$ cat config.mk
export PLATFORM = sky130hd
export DESIGN_NAME = core_memory_bus_pin_control
export DESIGN_NICKNAME = d
export VERILOG_FILES = /design/src/rtl/mem_pin_pkg.sv /design/src/rtl/core_memory_bus_pin_control.sv /design/src/rtl/byte_lane_steer.sv
export SDC_FILE = /design/constraint.sdc
export NUM_CORES = 1
export LEC_CHECK = 0
export ABC_AREA = 1
export BUFFER_PORTS_ARGS = -buffer_cell sky130_fd_sc_hd__clkbuf_2
export CAP_MARGIN = 15
export CORE_ASPECT_RATIO = 0.8
export CORE_MARGIN = 5
export CORE_UTILIZATION = 30
export DETAILED_ROUTE_END_ITERATION = 12
export PLACE_DENSITY = 0.59
export SLEW_MARGIN = 40
export SYNTH_ARGS = -nofsm -noshare
export SYNTH_HDL_FRONTEND = slang
export SYNTH_SLANG_ARGS = --single-unit
$ cat constraint.sdc
create_clock -name sys_clk -period 1.83 [get_ports sys_clk]
set_clock_uncertainty 0.2 [all_clocks]
set_input_delay 0.2745 -clock sys_clk [delete_from_list [all_inputs] [get_ports sys_clk]]
set_output_delay 0.2745 -clock sys_clk [all_outputs]
set_load 0.05 [all_outputs]
$ cat src/rtl/mem_pin_pkg.sv
// Function
// - Drive 32-bit address under latch/enable/pipeline control
// - Address enable low floats address and controls
// - Latch low freezes address and control outputs
// - Pipeline select picks pipelined or depipelined timing
// - Pipelined timing issues address early
// - Depipelined timing holds address whole cycle
// - Byte order select picks big or little
// - Capture only enabled byte lanes at sample
// - Shared bus mode: write bus zero, ignore input
// - Split mode: use split buses, ignore shared
// - Scan disable high for INTEST chains 0/4/8
// - Split read bus sampled at read sample
// - Data drive enable gates both write outputs
//
// Purpose: constants for the memory bus pin control block
// Assumes: one clock, synchronous active-high reset
// Notes:   no registers; all control arrives on pins
package mem_pin_pkg;

  // ==========================================
  // Widths
  localparam int ADDR_W = 32;               // Address bus width
  localparam int DATA_W = 32;               // Data bus width
  localparam int LANES  = 4;                // Byte lanes

  // ==========================================
  // Access sizes
  localparam logic [1:0] SIZE_BYTE = 2'h0;  // 8-bit access
  localparam logic [1:0] SIZE_HALF = 2'h1;  // 16-bit access
  localparam logic [1:0] SIZE_WORD = 2'h2;  // 32-bit access

  // ==========================================
  // Scan chains that float the data bus under INTEST
  localparam logic [3:0] CHAIN_A = 4'h0;    // First chain
  localparam logic [3:0] CHAIN_B = 4'h4;    // Second chain
  localparam logic [3:0] CHAIN_C = 4'h8;    // Third chain

  // ==========================================
  // Reset values
  localparam logic [31:0] ZERO_WORD = 32'h0; // Cleared word
  localparam logic        RST_BIT   = 1'b0;  // Cleared flag

  // ==========================================
  // Bus cycle sequencer, one-hot
  typedef enum logic [2:0] {
    ST_IDLE = 3'b001,                       // No access
    ST_ADDR = 3'b010,                       // Address phase
    ST_DATA = 3'b100                        // Data phase, sample at end
  } bus_state_t;

endpackage

$ cat src/rtl/core_memory_bus_pin_control.sv
// Purpose: pin-level control of the core's external memory bus
// Assumes: all pins synchronous to sys_clk; the rising-edge
//          sample instant is the last cycle of the data phase
// Notes:   tri-state pins are split into value and enable
//
// Chosen here: the address-and-strobe port and the placing of the registers.
`timescale 1ns/1ps
module core_memory_bus_pin_control #(
  parameter int ADDR_W = mem_pin_pkg::ADDR_W,
  parameter int DATA_W = mem_pin_pkg::DATA_W
) (
  input  wire logic              sys_clk,                   // Main clock
  input  wire logic              rst,                       // Sync reset
  input  wire logic              clk_en,                    // Freeze when low
  // Core side
  input  wire logic              core_req,                  // Start access
  input  wire logic [ADDR_W-1:0] core_addr,                 // Request address
  input  wire logic              core_atomic,               // Locked access
  input  wire logic [1:0]        core_size,                 // Request size
  input  wire logic              core_write,                // High for write
  input  wire logic              core_fetch,                // Instruction fetch
  input  wire logic              core_priv,                 // Privileged
  input  wire logic [DATA_W-1:0] core_wdata,                // Write data
  output      logic              core_busy,                 // Access running
  output      logic [DATA_W-1:0] core_rdata,                // Read result
  output      logic              core_rvalid,               // Read done pulse
  output      logic              core_abort,                // Denied pulse
  // Address and control pins
  input  wire logic              address_drive_enable,      // Float when low
  input  wire logic              address_hold_latch_n,      // Hold when low
  input  wire logic              address_pipeline_select,   // High pipelined
  input  wire logic              byte_order_select,         // High big-endian
  output      logic [ADDR_W-1:0] addr_out,                  // Address value
  output      logic              addr_oe,                   // Address drive
  output      logic              atomic_flag,               // Locked access
  output      logic [1:0]        access_size,               // Size pins
  output      logic              write_not_read,            // High write
  output      logic              instr_fetch_n,             // Low on fetch
  output      logic              privileged_access,         // High privileged
  output      logic              ctrl_oe,                   // Control drive
  // Data pins
  input  wire logic [3:0]        data_byte_capture_enables, // Lane capture
  input  wire logic              split_data_bus_select,     // Bus mode strap
  input  wire logic              data_drive_enable,         // Data drive gate
  input  wire logic              access_denied,             // Memory denial
  input  wire logic [DATA_W-1:0] data_in,                   // Shared bus in
  output      logic [DATA_W-1:0] data_out,                  // Shared bus out
  output      logic              data_oe,                   // Shared bus drive
  input  wire logic [DATA_W-1:0] read_data_in,              // Split read bus
  output      logic [DATA_W-1:0] write_data_out,            // Split write bus
  // Scan
  input  wire logic              test_clk_fall,             // Test clock fall
  input  wire logic              scan_intest,               // INTEST selected
  input  wire logic [3:0]        scan_chain_sel,            // Chain number
  output      logic              scan_bus_disable           // Float request
);

  initial begin
    if (ADDR_W != 32) $error("core_memory_bus_pin_control: ADDR_W must be 32");
    if (DATA_W != 32) $error("core_memory_bus_pin_control: DATA_W must be 32");
  end

  // ==========================================
  // State
  typedef struct packed {
    mem_pin_pkg::bus_state_t st;     // Sequencer
    logic [ADDR_W-1:0] s_addr;       // Staged request
    logic              s_atomic;
    logic [1:0]        s_size;
    logic              s_write;
    logic              s_fetch;
    logic              s_priv;
    logic [DATA_W-1:0] s_wdata;
    logic [ADDR_W-1:0] p_addr;       // Values on the pins
    logic              p_atomic;
    logic [1:0]        p_size;
    logic              p_write;
    logic              p_fetch;
    logic              p_priv;
    logic [DATA_W-1:0] cap;          // Captured read word
    logic              rvalid;       // Read done
    logic              abort;        // Denial seen
    logic              strap_taken;  // Bus mode caught
    logic              split;        // Caught bus mode
    logic              bus_dis;      // Scan float request
  } state_t;

  state_t q;                         // Registered state
  state_t d;                         // Next state

  logic [DATA_W-1:0] rd_src;         // Read bus in use
  logic [DATA_W-1:0] steered;        // Read value for the core
  logic [DATA_W-1:0] wr_word;        // Write data on lanes
  logic              wr_phase;       // Write data phase
  logic              rd_sample;      // Read sample instant

  // ==========================================
  // Decode of the scan chains that float the bus
  function automatic logic chain_floats(input logic [3:0] c);
    chain_floats = (c == mem_pin_pkg::CHAIN_A) ||
                   (c == mem_pin_pkg::CHAIN_B) ||
                   (c == mem_pin_pkg::CHAIN_C);
  endfunction

  // ==========================================
  // Write data replicated onto lanes for sub-word writes
  always_comb begin
    wr_word = q.s_wdata;
    if (q.s_size == mem_pin_pkg::SIZE_BYTE) begin
      wr_word = {4{q.s_wdata[7:0]}};
    end else if (q.s_size == mem_pin_pkg::SIZE_HALF) begin
      wr_word = {2{q.s_wdata[15:0]}};
    end
  end

  // Input bus choice follows the caught strap, not the live pin
  assign rd_src    = q.split ? read_data_in : data_in;
  assign wr_phase  = (q.st == mem_pin_pkg::ST_DATA) && q.s_write;
  assign rd_sample = (q.st == mem_pin_pkg::ST_DATA) && !q.s_write && clk_en;

  // ==========================================
  // Next state
  always_comb begin
    d = q;
    d.rvalid = 1'b0;
    d.abort  = 1'b0;
    if (clk_en) begin
      // Strap caught once; later changes are ignored on purpose
      if (!q.strap_taken) begin
        d.strap_taken = 1'b1;
        d.split       = split_data_bus_select;
      end
      // Sequencer; a new request may follow the data phase directly
      case (q.st)
        mem_pin_pkg::ST_IDLE: begin
          if (core_req) d.st = mem_pin_pkg::ST_ADDR;
        end
        mem_pin_pkg::ST_ADDR: begin
          d.st = mem_pin_pkg::ST_DATA;
        end
        mem_pin_pkg::ST_DATA: begin
          d.st = core_req ? mem_pin_pkg::ST_ADDR : mem_pin_pkg::ST_IDLE;
        end
        default: begin
          d.st = mem_pin_pkg::ST_IDLE;
        end
      endcase
      // Stage the request when accepted
      if (core_req && (q.st != mem_pin_pkg::ST_ADDR)) begin
        d.s_addr   = core_addr;
        d.s_atomic = core_atomic;
        d.s_size   = core_size;
        d.s_write  = core_write;
        d.s_fetch  = core_fetch;
        d.s_priv   = core_priv;
        d.s_wdata  = core_wdata;
      end
      // Pin values move only while the latch is open
      if (address_hold_latch_n) begin
        if (address_pipeline_select) begin
          // Early: pins show the request in the address phase
          if (core_req && (q.st != mem_pin_pkg::ST_ADDR)) begin
            d.p_addr   = core_addr;
            d.p_atomic = core_atomic;
            d.p_size   = core_size;
            d.p_write  = core_write;
            d.p_fetch  = core_fetch;
            d.p_priv   = core_priv;
          end
        end else if (q.st == mem_pin_pkg::ST_ADDR) begin
          // Late: pins load at the data phase and hold through it
          d.p_addr   = q.s_addr;
          d.p_atomic = q.s_atomic;
          d.p_size   = q.s_size;
          d.p_write  = q.s_write;
          d.p_fetch  = q.s_fetch;
          d.p_priv   = q.s_priv;
        end
      end
      // Capture enabled lanes at the read sample instant
      if (rd_sample) begin
        for (int i = 0; i < mem_pin_pkg::LANES; i++) begin
          if (data_byte_capture_enables[i]) begin
            d.cap[i*8 +: 8] = rd_src[i*8 +: 8];
          end
        end
        d.rvalid = 1'b1;
        d.abort  = access_denied;
      end
      // Scan float request follows the test clock fall
      if (test_clk_fall) begin
        d.bus_dis = scan_intest && chain_floats(scan_chain_sel);
      end
    end else begin
      d.rvalid = q.rvalid;
      d.abort  = q.abort;
    end
  end

  // ==========================================
  // Register
  always_ff @(posedge sys_clk) begin
    if (rst) begin
      q.st          <= mem_pin_pkg::ST_IDLE;
      q.s_addr      <= mem_pin_pkg::ZERO_WORD;
      q.s_atomic    <= mem_pin_pkg::RST_BIT;
      q.s_size      <= mem_pin_pkg::SIZE_WORD;
      q.s_write     <= mem_pin_pkg::RST_BIT;
      q.s_fetch     <= mem_pin_pkg::RST_BIT;
      q.s_priv      <= mem_pin_pkg::RST_BIT;
      q.s_wdata     <= mem_pin_pkg::ZERO_WORD;
      q.p_addr      <= mem_pin_pkg::ZERO_WORD;
      q.p_atomic    <= mem_pin_pkg::RST_BIT;
      q.p_size      <= mem_pin_pkg::SIZE_WORD;
      q.p_write     <= mem_pin_pkg::RST_BIT;
      q.p_fetch     <= mem_pin_pkg::RST_BIT;
      q.p_priv      <= mem_pin_pkg::RST_BIT;
      q.cap         <= mem_pin_pkg::ZERO_WORD;
      q.rvalid      <= mem_pin_pkg::RST_BIT;
      q.abort       <= mem_pin_pkg::RST_BIT;
      q.strap_taken <= mem_pin_pkg::RST_BIT;
      q.split       <= mem_pin_pkg::RST_BIT;
      q.bus_dis     <= mem_pin_pkg::RST_BIT;
    end else begin
      q <= d;
    end
  end

  // ==========================================
  // Read steering by size and byte order
  byte_lane_steer #(
    .DATA_W (DATA_W)
  ) u_steer (
    .word    (q.cap),
    .size    (q.s_size),
    .addr_lo (q.s_addr[1:0]),
    .big_end (byte_order_select),
    .result  (steered)
  );

  // ==========================================
  // Outputs
  assign core_busy         = (q.st != mem_pin_pkg::ST_IDLE);
  assign core_rdata        = steered;
  assign core_rvalid       = q.rvalid;
  assign core_abort        = q.abort;
  assign addr_out          = q.p_addr;
  assign addr_oe           = address_drive_enable;
  assign ctrl_oe           = address_drive_enable;
  assign atomic_flag       = q.p_atomic;
  assign access_size       = q.p_size;
  assign write_not_read    = q.p_write;
  assign instr_fetch_n     = ~q.p_fetch;
  assign privileged_access = q.p_priv;
  // Shared bus driven only for writes in shared mode, gated by enable
  assign data_out          = wr_word;
  assign data_oe           = !q.split && wr_phase && data_drive_enable;
  // Split write bus reads zero whenever it carries no write
  assign write_data_out    = (q.split && wr_phase && data_drive_enable)
                             ? wr_word : mem_pin_pkg::ZERO_WORD;
  assign scan_bus_disable  = q.bus_dis;
endmodule // core_memory_bus_pin_control

$ cat src/rtl/byte_lane_steer.sv
// Purpose: steer a read word to the core by size and byte order
// Assumes: word already captured from the enabled lanes
// Notes:   purely combinational; no state
`timescale 1ns/1ps
module byte_lane_steer #(
  parameter int DATA_W = 32
) (
  input  wire logic [DATA_W-1:0] word,       // Captured bus word
  input  wire logic [1:0]        size,       // Access size
  input  wire logic [1:0]        addr_lo,    // Low address bits
  input  wire logic              big_end,    // High for big-endian
  output      logic [DATA_W-1:0] result      // Zero-extended value
);

  initial begin
    if (DATA_W != 32) $error("byte_lane_steer: DATA_W must be 32");
  end

  // ==========================================
  // Lane index for a byte at this address
  function automatic logic [1:0] lane_of(input logic [1:0] a,
                                         input logic       be);
    lane_of = be ? ~a : a;
  endfunction

  // ==========================================
  // Select byte, half or word
  always_comb begin
    logic [1:0] lane;
    logic [1:0] hlane;
    lane   = 2'h0;
    hlane  = 2'h0;
    result = mem_pin_pkg::ZERO_WORD;
    lane   = lane_of(addr_lo, big_end);
    // Halfword lane: big-endian puts address 0 in the upper half
    hlane  = lane_of({addr_lo[1], 1'b0}, big_end) & 2'h2;
    if (size == mem_pin_pkg::SIZE_BYTE) begin
      result[7:0] = word[lane*8 +: 8];
    end else if (size == mem_pin_pkg::SIZE_HALF) begin
      result[15:0] = word[hlane*8 +: 16];
    end else begin
      result = word;
    end
  end

endmodule // byte_lane_steer

=== Yosys cells after proc, flatten, opt, wreduce, memory -nomap -nowiden ===
Index checks and enable logic that the tools add are counted.

* Bits in registers: 148

* Equal/unequal tests: 10
* Shift operators: 2
* Mux-type cells: 17
* Bitwise gates (word level): 4
* Reduce and logical (&&, ||, !) cells: 25

{| class="wikitable"
|+ Operators by type and width
! cell !! count
|-
| 2-to-1 mux 32 bit || 4
|-
| 2-to-1 mux 38 bit || 3
|-
| 2-to-1 mux 16 bit || 2
|-
| variable part select 32 x 6 -> 16 bit || 1
|-
| variable part select 32 x 6 -> 8 bit || 1
|-
| 2-to-1 mux 24 bit || 1
|-
| AND reduction 3 bit || 4
|-
| logical AND 1 bit || 9
|-
| case mux 3 bit (3 select lines) || 1
|-
| 2-to-1 mux 2 bit || 4
|-
| 2-to-1 mux 8 bit || 1
|-
| AND reduction 2 bit || 4
|-
| == test 4 x 3 -> 1 bit, second input constant || 1
|-
| == test 4 bit, second input constant || 1
|-
| logical NOT 4 bit || 1
|-
| NOT 2 bit || 2
|-
| AND reduction 4 bit || 1
|-
| == test 3 x 1 -> 1 bit, second input constant || 1
|-
| == test 3 x 2 -> 1 bit, second input constant || 1
|-
| == test 3 bit, second input constant || 1
|-
| 2-to-1 mux 3 bit || 1
|-
| inequality test 3 x 1 -> 1 bit, second input constant || 1
|-
| inequality test 3 x 2 -> 1 bit, second input constant || 1
|-
| == test 2 x 1 -> 1 bit, second input constant || 1
|-
| other kinds (7) || 10
|}

=== Longest topological paths before layout ===
* Depth in word-level cells: 5
* Depth in mapped cells: 9

=== By module ===
Synthesis repeated with hierarchy kept, for this count alone.

* Cells, all modules: 1379
* Area, all modules: 8401.8 µm²

{| class="wikitable"
|+ By module, submodules not included
! module !! instances !! cells an instance !! area each (µm²) !! sequential area each (µm²)
|-
| core_memory_bus_pin_control || 1 || 1180 || 7458.4 || 2962.8
|-
| byte_lane_steer || 1 || 199 || 943.4 || 0.0
|}

=== Worst setup path after synthesis ===
No wires, ideal clock.

* Path kind: reg-to-output
* From: reg q[111] in the netlist's numbering
* To: out core_rdata[16]
* Arrival: 2.024 ns
* Data required time: 1.355 ns
* Path slack: -0.668 ns
* Cell stages (with the launch flop): 7
* Path buffers: 2
* Cells stage by stage: dfxtp_1 buf_2 inv_1 nand2_1 inv_1 buf_2 nor3_1

* Word-level cells in the longest chain between the ends: 3

{| class="wikitable"
|+ RTL lines
! element !! RTL line !! RTL
|-
| start: declaration || core_memory_bus_pin_control.sv:88 || <nowiki>state_t q;</nowiki>
|-
| == test 2 x 1 -> 1 bit || byte_lane_steer.sv:39 || <nowiki>end else if (size == mem_pin_pkg::SIZE_HALF) begin</nowiki>
|-
| 2-to-1 mux 16 bit || byte_lane_steer.sv:39 ||
|-
| 2-to-1 mux 24 bit * || byte_lane_steer.sv:37 || <nowiki>if (size == mem_pin_pkg::SIZE_BYTE) begin</nowiki>
|-
| end: declaration || core_memory_bus_pin_control.sv:25 || <nowiki>output logic [DATA_W-1:0] core_rdata,</nowiki>
|}

Every way passes the cells marked *; elsewhere a longest branch is shown, timed or not.

=== Worst setup path in the final report ===
* From: reg q[111] in the netlist's numbering
* To: out write_data_out[25]

* Word-level cells in the longest chain between the ends: 4

{| class="wikitable"
|+ RTL lines
! element !! RTL line !! RTL
|-
| == test 2 x 1 -> 1 bit || core_memory_bus_pin_control.sv:111 || <nowiki>end else if (q.s_size == mem_pin_pkg::SIZE_HALF) begin</nowiki>
|-
| 2-to-1 mux 32 bit || core_memory_bus_pin_control.sv:111 ||
|-
| 2-to-1 mux 32 bit * || core_memory_bus_pin_control.sv:109 || <nowiki>if (q.s_size == mem_pin_pkg::SIZE_BYTE) begin</nowiki>
|-
| 2-to-1 mux 32 bit * || core_memory_bus_pin_control.sv:260 || <nowiki>? wr_word : mem_pin_pkg::ZERO_WORD;</nowiki>
|-
| end: declaration || core_memory_bus_pin_control.sv:50 || <nowiki>output logic [DATA_W-1:0] write_data_out,</nowiki>
|}

Marked as above.

==> summary.md <==
The average detailed-routed wire length per instance is 14.9 µm, and the number of warning messages in the yosys log is 0. The initial core utilization is 0.306. For the first-pass GRT wire length, the log shows 47.9 mm.

The net switching fraction of the power works out to 0.333. The worst setup slack after layout was -0.494 ns; the horizontal extent of the die was 194 µm. The tools report the total CTS buffers as 17.

Predominant post-synthesis flop cell: dfxtp_1. Once layout is complete, the cells apart from fillers number 2041. Once detailed placement completed, the half-perimeter wirelength came to 20.9 mm. Dividing total power by cell area gives a power density of 652 nW/µm². The logs give 2.02 mm for the wire length on met3 and 13.4 mm for the total routed wire length on the met1 layer. Summed over all nets, wire length on met2 after detailed routing comes to 14.2 mm. Entering global routing, the biggest net connects 49 pins. The share of synthesized registers carrying an async set or reset works out to 0. The number of global-route vias before repair was 8970. The type of the worst min-delay path was input port to flop.

During placement, the flow inserted port buffers numbering 292. The smallest clock period supported by the final layout is computed as 2.32 ns. The run gives 0 as the count of endpoints failing hold in the final timing report. At the later pin of the worst-skew pair, clock insertion delay measures 0.43 ns.

Using the TritonRoute via totals, the vias-per-cell ratio works out to 4.56. The post-route clock period utilization is 1.27, and the max-cap check violation count is 0. The analysis attributes to net switching a power of 3.05 mW. By instance count, the leading cell after synthesis is nand2_1. The final reports fail on setup timing. Of all cell types, the one taking the most synthesized area is dfxtp_1. Once detail routing completed, the nets flagged for antenna violations numbered 0. The number of setup violations in the final report was 88. Total clock sinks: 148.

The total power came out at 9.18 mW. The kind of start point of the critical path is a flop. For the initial detailed-routing violation count, the log shows 453. Kind of critical path: flop to output port. Clock transition at the register clock pins on the worst setup and hold paths after CTS: 0.07 ns. The vertical die dimension came out at 157 µm. The total area inside the core boundary comes to 26500 µm². The tools report the number of different library cells in the post-synthesis netlist as 27.

The highest metal layer carrying signal wires in the routed design is met5. The logs give 0.375 for the sequential cell fraction of total power and 1426 for the post-synthesis net count. The tools report the number of standard cells after synthesis as 1271.

The endpoint arrival time on the critical path came out at 1.85 ns. The placer's final routability congestion estimate came out at 0.844. The aggregate global-route resource usage was 0.194.

After synthesis, the cell types taking the most area are dfxtp_1 37%, nand2_1 14%, nor2_1 11%, o21ai_0 7.3%, inv_1 6.9%. The number of cells in the design after placement came out at 1885. The synthesized design contains 0 enable-type register cells. Of all nets on the critical path, the largest fanout is 8.

For the wire length after detailed routing, the log shows 30.4 mm. The kind of end point of the critical path is an output port. The netlist area before placement is 8100 µm², and the final-report max-slew violation count is 0.

Proportion of layout cells with a drive suffix above 1: 0.352. Setup repair after global routing could not meet its margin everywhere. The die covers 30400 µm². The tools report the clock root buffer as clkbuf_16.

The first TritonRoute pass finished after 5 iterations. The relative max-transition margin was 0.740. The clock network fraction of total power came out at 0.390. After synthesis the netlist holds a flip-flop and latch count of 148.

The worst-case IR drop observed on VDD is 0.580 mV. Synthesized area divided by synthesized cell count: 6.37 µm². The flow ran to the end, but the final reports show violations. The tools report the via count as 9298.

The global route total overflow was 0; the layout overhead on the synthesized area was 73.7%. The internal power of the cells totals 6.13 mW. The tools report the maximum frequency from static timing analysis as 430 MHz.

After the last flow step, the layout net total stands at 1825. Initial antenna violation count: 2. By count the netlist is led by 296 x nand2_1, 233 x nor2_1, 150 x inv_1, 148 x dfxtp_1, 118 x o21ai_0.

296 I/O pins were placed. The H-tree was split into 4 levels. TritonCTS built the clock tree.

For this run, design rule violations remaining after detail routing come to 0. The run gives 0.366 as the sequential element share of the synthesized area. After floorplanning, the core was divided into 53 placement rows. Summed over all cells, the static leakage comes to 6.65 nW. The number of buffers on the longest clock path is 2, and the area fraction of the dominant cell type after synthesis is 0.366. Data on the critical path is required at its endpoint by 1.36 ns.

At the pin with the least slew margin, the transition time is 0.387 ns. The relative contribution of combinational cells to total power was 0.235.
## state kept, by name, indices dropped and copies added (netlist names)
name	cells
write_not_read	1
access_size	2
addr_out	32
core_abort	1
scan_bus_disable	1
core_rvalid	1
atomic_flag	1
q	108
privileged_access	1
## metrics by stage
step	instance area (µm²)	hold slack (ns)	util	setup TNS [ns]	worst slack [ns]
floorplan	8610	0.205	-	-4.97	-0.340
global placement	11300	0.232	0.426	-6.38	-0.228
detailed placement	11300	0.237	0.426	-7.89	-0.265
CTS	14000	0.000231	0.529	-33.41	-0.512
global route	14100	0.0186	0.532	-39.22	-0.606
finish	14100	0.0277	0.532	-30.06	-0.494
## cells by family (layout without fill, tap and decap cells)
| family | count (synthesis) | count (layout) | synth area share |
|---|---|---|---|
| AO/OA/AOI/OAI | 195 | 195 | 0.121 |
| XOR/XNOR | 2 | 2 | 0.00309 |
| buffers and inverters | 271 | 682 | 0.158 |
| flip-flops | 148 | 148 | 0.366 |
| multiplexers | 32 | 32 | 0.0445 |
| other | 0 | 1 | 0 |
| AND/OR/NAND/NOR | 623 | 624 | 0.308 |
## critical path, stage by stage, from the launching register on
cell and delay, ns:
dfxtp_2 0.34, buf_6 0.12, nor2_4 0.13, clkinvlp_4 0.23, nor2_2 0.15, nor2_2 0.06
buf_4 0.14, nor2_4 0.10, buf_12 0.14
## power groups by stage
stage / Clock (mW) / Combinational (mW) / Sequential [mW]
floorplan: 0 / 1.18 / 3.50
global placement: 0 / 1.73 / 3.51
detailed placement: 0 / 1.75 / 3.51
CTS: 3.70 / 2.13 / 3.44
global route: 3.84 / 2.33 / 3.46
finish: 3.58 / 2.16 / 3.44
## cells in the final DEF (no fill, tap or decap), types with 5 or more instances in the layout
cell type,instances
buf_8,23
dfxtp_1,140
nor2_1,195
a21oi_1,60
nor2_4,28
clkbuf_16,19
o21ai_4,6
nor3_4,17
inv_2,6
nand3_1,56
a21oi_4,15
dfxtp_2,6
clkinv_8,7
clkbuf_2,202
buf_4,58
nand3_2,11
o21ai_0,109
clkbuf_8,18
inv_8,5
buf_6,12
mux2_2,32
nand2_2,23
nand2_1,272
dlygate4sd3_1,107
inv_1,143
buf_12,68
nor2_2,12
## area by class of cell
class                           instances  area, µm²
Clock buffer                           17        425
Fill cell                            2442      12400
Tap cell                              357        447
Inverter                              155        606
Sequential cell                       148       2980
Multi-Input combinational cell        853       4690
Clock inverter                         15        186
Timing Repair Buffer                  495       4730
Antenna cell                            1       2.50
## worst paths after layout
| check | to | depth (start not counted) | slack, ns | start |
|---|---|---|---|---|
| worst max-delay path | write_data_out[25] | 8 | -0.49 | q[111] |
| worst min-delay path | q[33] | 4 | 0.03 | data_in[28] |
| worst max register to register | addr_out[20] | 8 | 0.12 | q[147] |
| worst min register to register | q[137] | 2 | 0.25 | q[137] |
## per-layer routing
metal | global-route usage | vias up
li1 | - | 4714
met4 | 0.0684 | 2
met1 | 0.247 | 4219
met3 | 0.0554 | 50
met2 | 0.317 | 313
met5 | 0 | -
## timing repair
action / CTS / global route
cloned: 5 / 0
buffers inserted: 14 / 6
hold buffers: 107 / 0
endpoints found under the setup margin: 90 / 96
endpoints found under the hold margin: 119 / 0
pin swaps: 24 / 18
resized for setup: 201 / 40
Note: power is estimated with default switching activity, not from simulation.
